## src/pkg/ockb_pkg.sv

```systemverilog
// Shared constants and types for the overlay colour key blend stage.
// Assumes one clock domain and a classic Wishbone register slave.
package ockb_pkg;
  // Register byte offsets.
  localparam logic [7:0] CTRL_OFS = 8'h00;
  localparam logic [7:0] KEY_OFS = 8'h04;
  localparam logic [7:0] MASK_OFS = 8'h08;
  localparam logic [7:0] CAPS_OFS = 8'h0C;
  // Control register fields.
  localparam int unsigned CTRL_KEY_EN_BIT = 0;
  localparam int unsigned CTRL_DST_BIT = 1;
  localparam int unsigned CTRL_ROT_BIT = 2;
  localparam int unsigned CTRL_ROPT_BIT = 3;
  localparam int unsigned CTRL_DUAL_BIT = 4;
  localparam int unsigned CTRL_FMT_LSB = 8;
  localparam int unsigned FMT_W = 5;
  // Capability and status register fields.
  localparam int unsigned CAPS_ROT_BIT = 16;
  localparam int unsigned CAPS_SCL_BIT = 17;
  localparam int unsigned CAPS_STR_LSB = 18;
  localparam int unsigned CAPS_HIT_BIT = 20;
  // Reset values.
  localparam logic [31:0] CTRL_RST = 32'h0000_0000;
  localparam logic [23:0] KEY_RST = 24'h00_0000;
  localparam logic [23:0] MASK_RST = 24'h00_0000;
  // Fetch rates in thousandths of a pixel per cycle.
  localparam logic [15:0] RATE_DUAL = 16'h0FA0;
  localparam logic [15:0] RATE_ONE = 16'h03E8;
  localparam logic [15:0] RATE_NORM = 16'h00C8;

  typedef struct packed {
    logic [7:0] r;
    logic [7:0] g;
    logic [7:0] b;
  } ockb_rgb_type;

  typedef struct packed {
    ockb_rgb_type iter;
    ockb_rgb_type ovl;
  } ockb_pair_type;

  typedef struct packed {
    ockb_rgb_type pix;
    ockb_pair_type pair;
    logic keyed;
    logic rop;
  } ockb_res_type;

  typedef struct packed {
    logic [15:0] burst;
    logic [15:0] opt;
    logic [15:0] norm;
    logic rot_ok;
    logic [1:0] streams;
  } ockb_cap_type;

  typedef enum logic [4:0] {
    FMT_CLUT1, FMT_CLUT2, FMT_CLUT4, FMT_CLUT8,
    FMT_RGB12, FMT_RGB16, FMT_RGB18, FMT_RGB18P,
    FMT_RGB19, FMT_RGB19P, FMT_RGB24, FMT_RGB24P,
    FMT_RGB25, FMT_RGB32, FMT_AYUV, FMT_YUV422,
    FMT_422SP, FMT_422PL, FMT_420SP, FMT_420PL
  } ockb_fmt_type;
endpackage

```

## src/hdl/ockb_top.sv

```systemverilog
// Overlay colour combine stage: colour keying ahead of the alpha blender,
// plus the fetch capability table and the bus lock for rotation.
// Assumes pixels and fetch requests arrive on clk_i from local logic.
//
// Overview of operation
// - Stage takes iterated pixel, overlay pixel and configuration.
// - Source keying: masked overlay matches key, output iterated colour.
// - Destination keying: masked iterated matches key, output overlay.
// - Key target select zero picks source, one picks destination keying.
// - Keying acts only while colour key enable is one.
// - Separate red, green, blue key and mask; mask applied per component.
// - Zero mask disables the comparison and flags the raster operation.
// - Palette formats fetch 32, 16, 8, 4 pixels; scaling, no rotation.
// - Direct colour: 2, 1 or 1.333 per cycle; rotation normal 0.2.
// - Packed 18, 19, 24 bpp lack rotation optimization; all scale.
// - Rotation optimization locks the bus over consecutive single reads.
// - AYUV fetches 1 per cycle with rotation; packed 4:2:2 2, no rotation.
// - Semiplanar uses two streams, planar three.
// - One bus: 4:2:2 2, 4:2:0 2.66; two buses: 4 per cycle.
//
// Local design decisions: the address map and register access over Wishbone.
`timescale 1ns/1ps
`default_nettype none
module ockb_top (
  input wire logic clk_i,
  input wire logic rst_i,
  input wire logic wb_cyc_i,
  input wire logic wb_stb_i,
  input wire logic wb_we_i,
  input wire logic [7:0] wb_adr_i,
  input wire logic [3:0] wb_sel_i,
  input wire logic [31:0] wb_dat_i,
  output logic [31:0] wb_dat_o,
  output logic wb_ack_o,
  input wire logic pix_valid_i,
  input wire ockb_pkg::ockb_pair_type pix_i,
  output logic pix_valid_o,
  output ockb_pkg::ockb_res_type pix_o,
  input wire logic fetch_single_i,
  output logic fetch_lock_o,
  output logic [1:0] fetch_streams_o
);
  import ockb_pkg::*;

  logic [31:0] ctrl_q, ctrl_d;
  logic [23:0] key_q, key_d, mask_q, mask_d;
  logic ack_q, ack_d;
  logic [31:0] dat_q, dat_d;
  logic hit_q, hit_d;
  logic pv_q, pv_d;
  ockb_res_type res_q, res_d;
  logic lock_q, lock_d;
  logic [1:0] str_q, str_d;
  ockb_fmt_type fmt;
  ockb_cap_type cap;
  logic key_en, key_dst, rot_en, ropt_en, dual;
  logic [15:0] rate;
  logic scale_ok;

  // Masked component compare; a clear mask bit never spoils a match.
  function automatic logic key_match(input ockb_rgb_type c,
                                     input logic [23:0] key,
                                     input logic [23:0] mask);
    key_match = ((c & mask) == (key & mask));
  endfunction

  // Fetch capability per format; rates in thousandths of pixels.
  function automatic ockb_cap_type cap_of(input ockb_fmt_type f,
                                          input logic two_bus);
    ockb_cap_type c;
    c = '{burst: RATE_ONE, opt: RATE_ONE, norm: RATE_NORM,
          rot_ok: 1'b1, streams: 2'h1};
    unique case (f)
      FMT_CLUT1, FMT_CLUT2, FMT_CLUT4, FMT_CLUT8: begin
        c.burst = 16'h7D00 >> (2'(f) + 16'h0);
        c.opt = 16'h0000;
        c.norm = 16'h0000;
        c.rot_ok = 1'b0;
      end
      FMT_RGB12, FMT_RGB16: begin
        c.burst = RATE_ONE << 1;
      end
      FMT_RGB18P, FMT_RGB19P, FMT_RGB24P: begin
        c.burst = 16'h0535;
        c.opt = 16'h0000;
        c.rot_ok = 1'b0;
      end
      FMT_YUV422: begin
        c.burst = RATE_ONE << 1;
        c.opt = 16'h0000;
        c.norm = 16'h0000;
        c.rot_ok = 1'b0;
      end
      FMT_422SP, FMT_422PL, FMT_420SP, FMT_420PL: begin
        c.streams = (f == FMT_422SP || f == FMT_420SP) ? 2'h2 : 2'h3;
        if (two_bus) begin
          c.burst = RATE_DUAL;
        end else begin
          unique case (f)
            FMT_422SP: begin
              c.burst = 16'h07D0;
              c.opt = 16'h0294;
              c.norm = 16'h0084;
            end
            FMT_422PL: begin
              c.burst = 16'h07D0;
              c.opt = 16'h01F4;
              c.norm = 16'h0064;
            end
            FMT_420SP: begin
              c.burst = 16'h0A64;
              c.opt = 16'h0320;
              c.norm = 16'h00A0;
            end
            default: begin
              c.burst = 16'h0A64;
              c.opt = 16'h0294;
              c.norm = 16'h0084;
            end
          endcase
        end
      end
      default: begin // Unpacked 18 to 32 bpp and AYUV.
      end
    endcase
    cap_of = c;
  endfunction

  assign key_en = ctrl_q[CTRL_KEY_EN_BIT];
  assign key_dst = ctrl_q[CTRL_DST_BIT];
  assign rot_en = ctrl_q[CTRL_ROT_BIT];
  assign ropt_en = ctrl_q[CTRL_ROPT_BIT];
  assign dual = ctrl_q[CTRL_DUAL_BIT];
  assign fmt = ockb_fmt_type'(ctrl_q[CTRL_FMT_LSB +: FMT_W]);
  assign cap = cap_of(fmt, dual);
  // Every listed format scales, so only a code past the table reads zero.
  assign scale_ok = (ctrl_q[CTRL_FMT_LSB +: FMT_W] <= 5'(FMT_420PL));

  always_comb begin
    if (!rot_en) begin
      rate = cap.burst;
    end else if (ropt_en && cap.rot_ok) begin
      rate = cap.opt;
    end else begin
      rate = cap.norm;
    end
  end

  // Register slave: ack one cycle after the request, write on the edge that ends the ack.
  always_comb begin
    ctrl_d = ctrl_q;
    key_d = key_q;
    mask_d = mask_q;
    dat_d = 32'h0000_0000;
    ack_d = wb_cyc_i && wb_stb_i && !ack_q;
    if (ack_d) begin
      unique case (wb_adr_i)
        CTRL_OFS: dat_d = ctrl_q;
        KEY_OFS: dat_d = {8'h00, key_q};
        MASK_OFS: dat_d = {8'h00, mask_q};
        CAPS_OFS: dat_d = {11'h000, hit_q, cap.streams, scale_ok,
                           cap.rot_ok, rate};
        default: dat_d = 32'h0000_0000;
      endcase
    end
    if (wb_cyc_i && wb_stb_i && wb_we_i && ack_q) begin
      for (int i = 0; i < 4; i++) begin
        if (wb_sel_i[i]) begin
          unique case (wb_adr_i)
            CTRL_OFS: ctrl_d[8*i +: 8] = wb_dat_i[8*i +: 8];
            KEY_OFS: if (i < 3) key_d[8*i +: 8] = wb_dat_i[8*i +: 8];
            MASK_OFS: if (i < 3) mask_d[8*i +: 8] = wb_dat_i[8*i +: 8];
            default: ;
          endcase
        end
      end
    end
  end

  always_ff @(posedge clk_i) begin
    if (rst_i) begin
      ctrl_q <= CTRL_RST;
      key_q <= KEY_RST;
      mask_q <= MASK_RST;
      ack_q <= 1'b0;
      dat_q <= 32'h0000_0000;
    end else begin
      ctrl_q <= ctrl_d;
      key_q <= key_d;
      mask_q <= mask_d;
      ack_q <= ack_d;
      dat_q <= dat_d;
    end
  end

  // Pixel path: one register stage, no back-pressure.
  always_comb begin
    res_d = res_q;
    hit_d = hit_q;
    pv_d = pix_valid_i;
    if (pix_valid_i) begin
      res_d.pair = pix_i;
      res_d.pix = pix_i.ovl;
      res_d.keyed = 1'b0;
      res_d.rop = 1'b0;
      if (key_en) begin
        if (mask_q == 24'h00_0000) begin
          res_d.rop = 1'b1;
        end else if (!key_dst) begin
          res_d.keyed = 1'b1;
          if (key_match(pix_i.ovl, key_q, mask_q)) begin
            res_d.pix = pix_i.iter;
          end
        end else begin
          res_d.keyed = 1'b1;
          res_d.pix = pix_i.iter;
          if (key_match(pix_i.iter, key_q, mask_q)) begin
            res_d.pix = pix_i.ovl;
          end
        end
      end
      hit_d = res_d.keyed && (key_dst || key_match(pix_i.ovl, key_q, mask_q));
    end
  end

  // The lock covers only single accesses while the format allows it.
  always_comb begin
    lock_d = fetch_single_i && rot_en && ropt_en && cap.rot_ok;
    str_d = cap.streams;
  end

  always_ff @(posedge clk_i) begin
    if (rst_i) begin
      pv_q <= 1'b0;
      res_q <= '0;
      hit_q <= 1'b0;
      lock_q <= 1'b0;
      str_q <= 2'h1;
    end else begin
      pv_q <= pv_d;
      res_q <= res_d;
      hit_q <= hit_d;
      lock_q <= lock_d;
      str_q <= str_d;
    end
  end

  assign wb_ack_o = ack_q;
  assign wb_dat_o = dat_q;
  assign pix_valid_o = pv_q;
  assign pix_o = res_q;
  assign fetch_lock_o = lock_q;
  assign fetch_streams_o = str_q;
endmodule
`default_nettype wire

```

## config.mk

```make
export PLATFORM = sky130hd
export DESIGN_NAME = ockb_top
export DESIGN_NICKNAME = d
export VERILOG_FILES = /design/src/pkg/ockb_pkg.sv /design/src/hdl/ockb_top.sv
export SDC_FILE = /design/constraint.sdc
export NUM_CORES = 1
export LEC_CHECK = 0
export BUFFER_PORTS_ARGS = -buffer_cell sky130_fd_sc_hd__buf_2
export CAP_MARGIN = 20
export CORE_MARGIN = 4
export CORE_UTILIZATION = 53
export CTS_CLUSTER_DIAMETER = 120
export DETAILED_ROUTE_END_ITERATION = 12
export PLACE_DENSITY = 0.79
export SLEW_MARGIN = 20
export SYNTH_ARGS = -nofsm -noshare
export SYNTH_HDL_FRONTEND = slang
export SYNTH_SLANG_ARGS = --single-unit
```

## constraint.sdc

```tcl
create_clock -name clk_i -period 2.8 [get_ports clk_i]
set_input_delay 0.84 -clock clk_i [delete_from_list [all_inputs] [get_ports clk_i]]
set_output_delay 0.84 -clock clk_i [all_outputs]
set_load 0.02 [all_outputs]
```

==> metrics.md, run 1 <==
| Metric | Value |
|---|---|
| H-tree depth | 4 |
| Cells after Synth | roughly 930 |
| Switch share | roughly a quarter |
| Seq/Total Area, Yosys | 45.6% |
| Final Hold Vio Count | 0 |
| Min Tclk post-route | 2430 ps |
| Synth Net Count | 1030 |
| Worst EP arrival | 2730 ps |
| Worst-path clk slew | 70 ps |
| Gpl congestion | 0.960 |
| Crit path cell chain | buf_2 -> xor2_1 -> a22oi_1 -> nand4_1 -> o31a_1 -> a211oi_4 -> buf_4 -> mux2i_1 -> a211oi_1 |
| Post-layout util | 67.5% |
| I/O pin count | 210 |
| Tot Pwr | 5.67 mW |
| Largest family of logic cells by synthesized area | multiplexers |
| Detailed Place HPWL | 18500 um |
| Post-CTS Setup Bufs | 0 |
| Via count | 7743 |
| Final net count | 1236 |
| Leak pwr | 4.96 nW |
| Crit Path Class | input port to register |
| Cell row count | 45 |
| Effective utilization at floorplan | 54.8% |
| Core Box Area | 15400 um2 |
| Synthesized flop and latch total | 192 |
| Die Width | 134 um |
| DR vias/cell | approximately 5.7 |
| Layout Skew | 9.93 ps |
| PostCTS Resize Cnt | 0 |
| Initial DRC Count | 663 |
| DRT Wirelength | 25100 um |
| GRT busiest layer | met2 |
| Post-DRT Antenna Nets | 0 |
| Post-synth EDFFs | 0 |
| Num CTS Buffers | 17 |
| Hold crit path type | register to register |
| Port bufs | 209 |
| Met3 Use GR | roughly 6.6% |
| Antenna Cells | 0 |
| Worst Path Max Fanout | 7 |
| Ys flop type | dfxtp_1 |
| Die ar. | 18000 um2 |
| Max Root-Sink Buffers | 2 |
| GR Util met1 | between 30% and 40% |
| Internal | 4.27 mW |
| Highest clock rate | a little over 0.4 GHz |
| Clk sinks | 192 |
| Combinational group share of total power | 9.6% |
| Setup TNS | 0 ps |
| Slowest stage cell, crit path | o31a_1 |
| Mean area per synthesized cell | 9.05 um2 |
| Number of global-route vias before repair | 7453 |
| Mux share of post-synthesis cell area | 18.2% |
| Met2 GRT Util | 44.4% |
| Simple logic cell fraction of the synthesized area | 16.3% |
| Worst-margin pin slew | 668 ps |
| RSZ-0062 raised after global routing | false |
| Clk_lat worst skew | around 440 ps |
| Tot GR Track Use | 27.3% |
| PwrDens | 547 nW/um2 |
| Reg power frac | 49.9% |
| Initial antenna violation count | 0 |
| Critical Path Sink Type | register |
| Final std cell area, no fill | 10400 um2 |
| Startpoint types | input port |
| CTS tree | yes |
| Synth cell types | 43 |
| Synth warn | 0 |
| Layout area overhead | 23.2% |
| DRC violations left | 0 |
| GRT overflow | 0 |
| Largest net degree at the start of global routing | 143 |
| Die H | 134 um |
| Peak supply drop | 0.457 mV |
| Compound-gate portion of the synthesized area | 11.8% |
| Slew headroom | a little under three fifths |
| Post-Synth Adder-Cell Area | 0% |
| Max-slew violations | 0 |
| Worst path max stage delay | around 360 ps |
| Synthesized area | 8430 um2 |
| Routed wire per std cell | between 15 and 20 um |
| Placed instance area | 9830 um2 |
| Hold_ws | 454 ps |
| Final worst path period share | slightly below 90% |
| Synth Area in XOR/XNOR | 5.09% |
| Final setup violation count | 0 |
| Psw | approximately 1.4 mW |
| First-pass GRT wire length | 38800 um |
| Router iterations before antenna repair | 5 |
| Share of layout cells above drive strength 1 | 24.3% |
| Clk root buf | clkbuf_16 |
| Synth async-reset ratio | 0% |
| Status | complete, no violations |
| Clock share of power | roughly 40% |
| Max-cap violation count | 0 |
| CP required | around 3100 ps |
| # hold bufs at CTS | 0 |
==> layout by cell type, fill, tap and decap left out, types with 2 or more instances in the layout <==
cell        instances
nand2b_1            7
dfxtp_1           192
clkbuf_8            2
or2_2               2
o21ai_0            33
nand4_1             7
buf_2             207
nor3_2              2
clkbuf_1            5
o22ai_1             3
and2_1              8
a211oi_1           24
nand2_1            78
buf_12              5
buf_4              33
nor2b_1             2
nand3_1            28
inv_6               2
inv_1               3
o211ai_1            2
clkinv_2            2
clkinvlp_4          3
mux2i_1           151
a221oi_1            3
a21oi_1            52
nor4_1              6
clkbuf_16          17
a22o_1              2
a211o_1             2
a22oi_1            20
a32oi_1             7
nor3_1              6
nor2_1            166
xor2_1             49
and3_1              5
==> cell usage after synthesis (2+ instances only) <==
| library cell | instances | share of area (%) |
|---|---|---|
| or2_2 | 2 | 0.15 |
| a211oi_1 | 24 | 2.1 |
| nand2b_1 | 7 | 0.52 |
| a22o_1 | 2 | 0.21 |
| nor4_1 | 6 | 0.45 |
| dfxtp_1 | 192 | 46 |
| o211ai_1 | 2 | 0.18 |
| inv_1 | 3 | 0.13 |
| nand4_1 | 7 | 0.52 |
| a211o_1 | 2 | 0.21 |
| a32oi_1 | 7 | 0.73 |
| nand3_1 | 28 | 1.7 |
| nor3_1 | 6 | 0.36 |
| nor2_1 | 166 | 7.4 |
| and2_1 | 8 | 0.59 |
| o21ai_0 | 33 | 2.0 |
| nor3_2 | 2 | 0.24 |
| a22oi_1 | 20 | 1.8 |
| mux2i_1 | 151 | 18 |
| a221oi_1 | 3 | 0.31 |
| xor2_1 | 49 | 5.1 |
| o22ai_1 | 3 | 0.22 |
| nor2b_1 | 2 | 0.15 |
| a21oi_1 | 52 | 3.1 |
| buf_1 | 10 | 0.45 |
| buf_2 | 2 | 0.12 |
| nand2_1 | 78 | 3.5 |
| buf_8 | 2 | 0.36 |
| clkbuf_1 | 44 | 2.0 |
| and3_1 | 5 | 0.37 |
==> sequential cells by signal, indices dropped and copies added, names as in the netlist <==
signal / flops
ctrl_q: 32
fetch_lock_o: 1
fetch_streams_o: 2
hit_q: 1
key_q: 24
mask_q: 24
pix_o: 74
pix_valid_o: 1
wb_ack_o: 1
wb_dat_o: 32
==> cell families (layout without fill, tap and decap cells) <==
| group | count (synthesis) | in the layout |
|---|---|---|
| muxes | 152 | 152 |
| DFF | 192 | 192 |
| xor gates and xnor gates | 49 | 49 |
| buffers and inverters | 61 | 280 |
| AOI/OAI and AO/OA | 156 | 156 |
| and+or+nand+nor | 321 | 321 |
==> final timing paths <==
check	from	slack [ps]	endpoint	cells after the start
worst min register to register	ctrl_q[26]	450	wb_dat_o[26]	1
worst min-delay path	ctrl_q[26]	450	wb_dat_o[26]	1
worst max-delay path	pix_i[14]	370	pix_o[65]	9
worst max register to register	key_q[14]	520	pix_o[65]	8
==> stage by stage <==
| step | cells | setup slack, ps |
|---|---|---|
| finish | 1361 | 371 |
| global route | 1361 | 297 |
| CTS | 1361 | 412 |
| detailed placement | 1329 | -47.0 |
| global placement | 1329 | 27.7 |
| floorplan | 931 | 178 |
==> metal layers <==
layer,routed length [um],vias up
met3,1960,64
met4,928,0
met5,0,-
li1,-,3654
met1,10100,3685
met2,12100,340
==> worst max-delay path, delay by kind of cell <==
family                 cells  cell delay (ps)
AND/OR/NAND/NOR            1              130
multiplexers               1              230
XOR/XNOR                   1              140
buffers and inverters      2              370
AO/OA/AOI/OAI              4             1020
==> cell type report <==
class | count | area, um2
Inverter | 3 | 11.3
Clock inverter | 8 | 80.1
Multi-Input combinational cell | 678 | 4330
Fill cell | 1298 | 4990
Sequential cell | 192 | 3840
Tap cell | 211 | 264
Timing Repair Buffer | 245 | 1380
Clock buffer | 24 | 472
==> power groups by stage <==
stage / Clock (mW) / Sequential [mW] / Combinational [mW]
floorplan: 0 / 2.97 / 0.203
global placement: 0 / 2.89 / 0.530
detailed placement: 0 / 2.89 / 0.537
CTS: 2.32 / 2.83 / 0.540
global route: 2.44 / 2.83 / 0.579
finish: 2.30 / 2.83 / 0.542
Note: power is estimated with default switching activity, not from simulation.
==> inputs of run 2 (changes only) <==
--- a/config.mk
+++ b/config.mk
@@ -5,13 +5,15 @@
 export SDC_FILE = /design/constraint.sdc
 export NUM_CORES = 1
 export LEC_CHECK = 0
+export ABC_AREA = 1
 export BUFFER_PORTS_ARGS = -buffer_cell sky130_fd_sc_hd__buf_2
 export CAP_MARGIN = 20
 export CORE_MARGIN = 4
-export CORE_UTILIZATION = 53
+export CORE_UTILIZATION = 54
 export CTS_CLUSTER_DIAMETER = 120
 export DETAILED_ROUTE_END_ITERATION = 12
-export PLACE_DENSITY = 0.79
+export GPL_TIMING_DRIVEN = 0
+export PLACE_DENSITY = 0.8
 export SLEW_MARGIN = 20
 export SYNTH_ARGS = -nofsm -noshare
 export SYNTH_HDL_FRONTEND = slang
==> run 2 against run 1 <==
Compared with the run above:
- clock skew shrank 2.4 ps
- critical path depth did not move
- synthesized cell count rose by 31%
- wire length increased by 18%
- maximum frequency is 8.9% higher
- clock-buffer cell count fell by 6
- flip-flop and latch count is the same
- power is 5.3% higher
- combinational power down 5.2%
==> metrics.md, run 2 <==
| Metric | Value |
|---|---|
| Status | complete, no violations |
| Port bufs | 207 |
| Layout area overhead | 22.4% |
| Gpl congestion | 0.984 |
| Length of routed met3 wiring | 2840 um |
| Largest net degree at the start of global routing | 19 |
| Crit path cell chain | buf_2 -> nor2_1 -> nand2_2 -> inv_1 -> nand4_2 -> clkbuf_1 -> o22ai_1 -> a21oi_1 -> a21oi_1 |
| Final worst path period share | 79.7% |
| # hold bufs at CTS | 0 |
| Most common cell after layout, fill and taps aside | nand2_1 |
| Effective utilization at floorplan | ~56% |
| Highest routed layer | met5 |
| Router iterations before antenna repair | 5 |
| Final net count | 1545 |
| Number of global-route vias before repair | 8833 |
| Mux share of post-synthesis cell area | 0% |
| Worst EP arrival | 2590 ps |
| CP required | around 3200 ps |
| Hold crit path type | register to register |
| Largest register FFs | 74 |
| Synth cell types | 39 |
| DR vias/cell | 5.71 |
| DRT met1 WL | 12300 um |
| Area of the multi-input gates | 4060 um2 |
| Crit Path Class | input port to register |
| Synth warn | 0 |
| Max-slew violations | 0 |
| Initial DRC Count | 1108 |
| Metal2 WL | 14000 um |
| Worst Path Max Fanout | 10 |
| Post-CTS Setup Bufs | 0 |
| Cell row count | 45 |
| H-tree depth | 4 |
| Startpoint types | input port |
| Layout Skew | approximately 7.5 ps |
| Synthesized area | 8620 um2 |
| Slowest stage cell, crit path | clkbuf_1 |
| Final Hold Vio Count | 0 |
| Worst-margin pin slew | 680 ps |
| Synth async-reset ratio | 0% |
| Most frequent cells in the layout | nand2_1, buf_2, dfxtp_1 |
| DRT Wirelength | 29700 um |
| Routed wire per std cell | 17.8 um |
| FILL cells | 1400 |
| Simple logic cell fraction of the synthesized area | between 20 and 25% |
| Slew headroom | approximately 55% |
| Core Box Area | approximately 15000 um2 |
| Post-Layout Cell Count | 1670 |
| Initial antenna violation count | 1 |
| Worst-path clk slew | ~70 ps |
| Seq/Total Area, Yosys | 44.6% |
| CTS tree | yes |
| Share of layout cells above drive strength 1 | 20.0% |
| Detailed Place HPWL | 23200 um |
| Clk sinks | 192 |
| Crit path buf inv count | 3 |
| Via count | 9532 |
| I/O pin count | 210 |
| Worst path max stage delay | ~390 ps |
| Max-cap violation count | 0 |
| Synth Net Count | 1319 |
| Die ar. | 18100 um2 |
| Post-synth EDFFs | 0 |
| Max Root-Sink Buffers | 2 |
| Post-Synth Adder-Cell Area | 0% |
| First-pass GRT wire length | 45900 um |
| Die H | 134 um |
| Area contributors post-synth | dfxtp_1, nand2_1, a21oi_1 |
| Most used cell, CP | a21oi_1 |
| Num CTS Buffers | 17 |
| Most common cell in the netlist | nand2_1 |
| Top delay family on crit path | buffers and inverters |
| Critical Path Sink Type | register |
| Top cell type's share of synthesized area | 44.6% |
| Peak supply drop | ~0.43 mV |
| Largest area contributor in the netlist | dfxtp_1 |
| Ys flop type | dfxtp_1 |
| Largest family of logic cells by synthesized area | simple AND/OR/NAND/NOR gates |
| Cells after Synth | around 1200 |
| PwrDens | 566 nW/um2 |
| Antenna Cells | 0 |
| Clk root buf | clkbuf_16 |
| Tot Pwr | between 5 and 6 mW |
| Compound-gate portion of the synthesized area | between 20% and 30% |
| RSZ-0062 raised after global routing | false |
| Commonest cells post-synth | nand2_1, dfxtp_1, a21oi_1 |
| Leak pwr | just under 5 nW |
| Tot GR Track Use | 32.2% |
| Post-DRT Antenna Nets | 0 |
| Mean area per synthesized cell | 7.07 um2 |
| Setup TNS | 0 ps |
| Seq. cell area | between 3000 and 4000 um2 |
| Min Tclk post-route | 2230 ps |
| Clk_lat worst skew | between 400 and 500 ps |
| Final setup violation count | 0 |
| Synth Area in XOR/XNOR | 0.203% |
| Synthesized flop and latch total | 192 |
| GRT overflow | 0 |
| DRC violations left | 0 |
| Highest clock rate | ~0.45 GHz |
| Inst Count DP | 1638 |
| PostCTS Resize Cnt | 0 |
| Die Width | 134 um |
-- run 2: path summary, 6_finish.rpt --
kind | from | to | slack [ps] | depth (start not counted)
hold reg to reg | ctrl_q[25] | wb_dat_o[25] | 440 | 2
setup / recovery | wb_adr_i[7] | wb_dat_o[6] | 570 | 9
hold / removal | ctrl_q[25] | wb_dat_o[25] | 440 | 2
setup reg to reg | mask_q[23] | pix_o[50] | 680 | 11
-- run 2: metrics by stage --
stage          instance area, um2  util [%]  setup WS [ps]  hold WS [ps]
2_1_floorplan                8620         -            731           419
3_3_place_gp                 9920      64.3            202           427
3_5_place_dp                 9920      64.3            197           433
4_1_cts                     10600      68.4            657           443
5_1_grt                     10600      68.4            475           466
6_report                    10600      68.4            569           442
-- run 2: kinds of logic (layout without fill, tap and decap cells) --
family                    count (synthesis)  after routing
and+or+nand+nor                         499            499
AOI/OAI and AO/OA                       344            344
DFF                                     192            192
buffers and inverters                   183            422
xor gates and xnor gates                  2              2
-- run 2: power breakdown --
group          internal [mW]  switching (mW)  leakage (nW)
clock network           1.46            1.17         0.304
registers               2.79          0.0351          1.56
logic                  0.173           0.341          3.02
-- run 2: worst register-to-register path, cell delays in order (launching register included) --
cell	delay [ps]
dfxtp_1	330
inv_1	170
nand4_1	140
nor3_1	400
nand3_1	130
nand2_1	110
inv_1	100
nand3_4	140
inv_2	90
buf_6	150
o21bai_1	140
a21oi_1	80
-- run 2: final cells by class --
type / instances / area share [%]
inverter: 131 / 4.66
multi-input combinational: 845 / 38.5
timing repair buffer: 207 / 9.82
tap: 211 / 2.50
clock inverter: 14 / 1.81
clock buffer: 18 / 4.16
buffer: 52 / 2.17
sequential: 192 / 36.4
-- run 2: layer usage --
layer | vias up | GRT usage [%]
li1 | 4482 | -
met1 | 4498 | 43.7
met2 | 497 | 52.6
met3 | 53 | 6.56
met4 | 2 | 8.77
met5 | - | 0
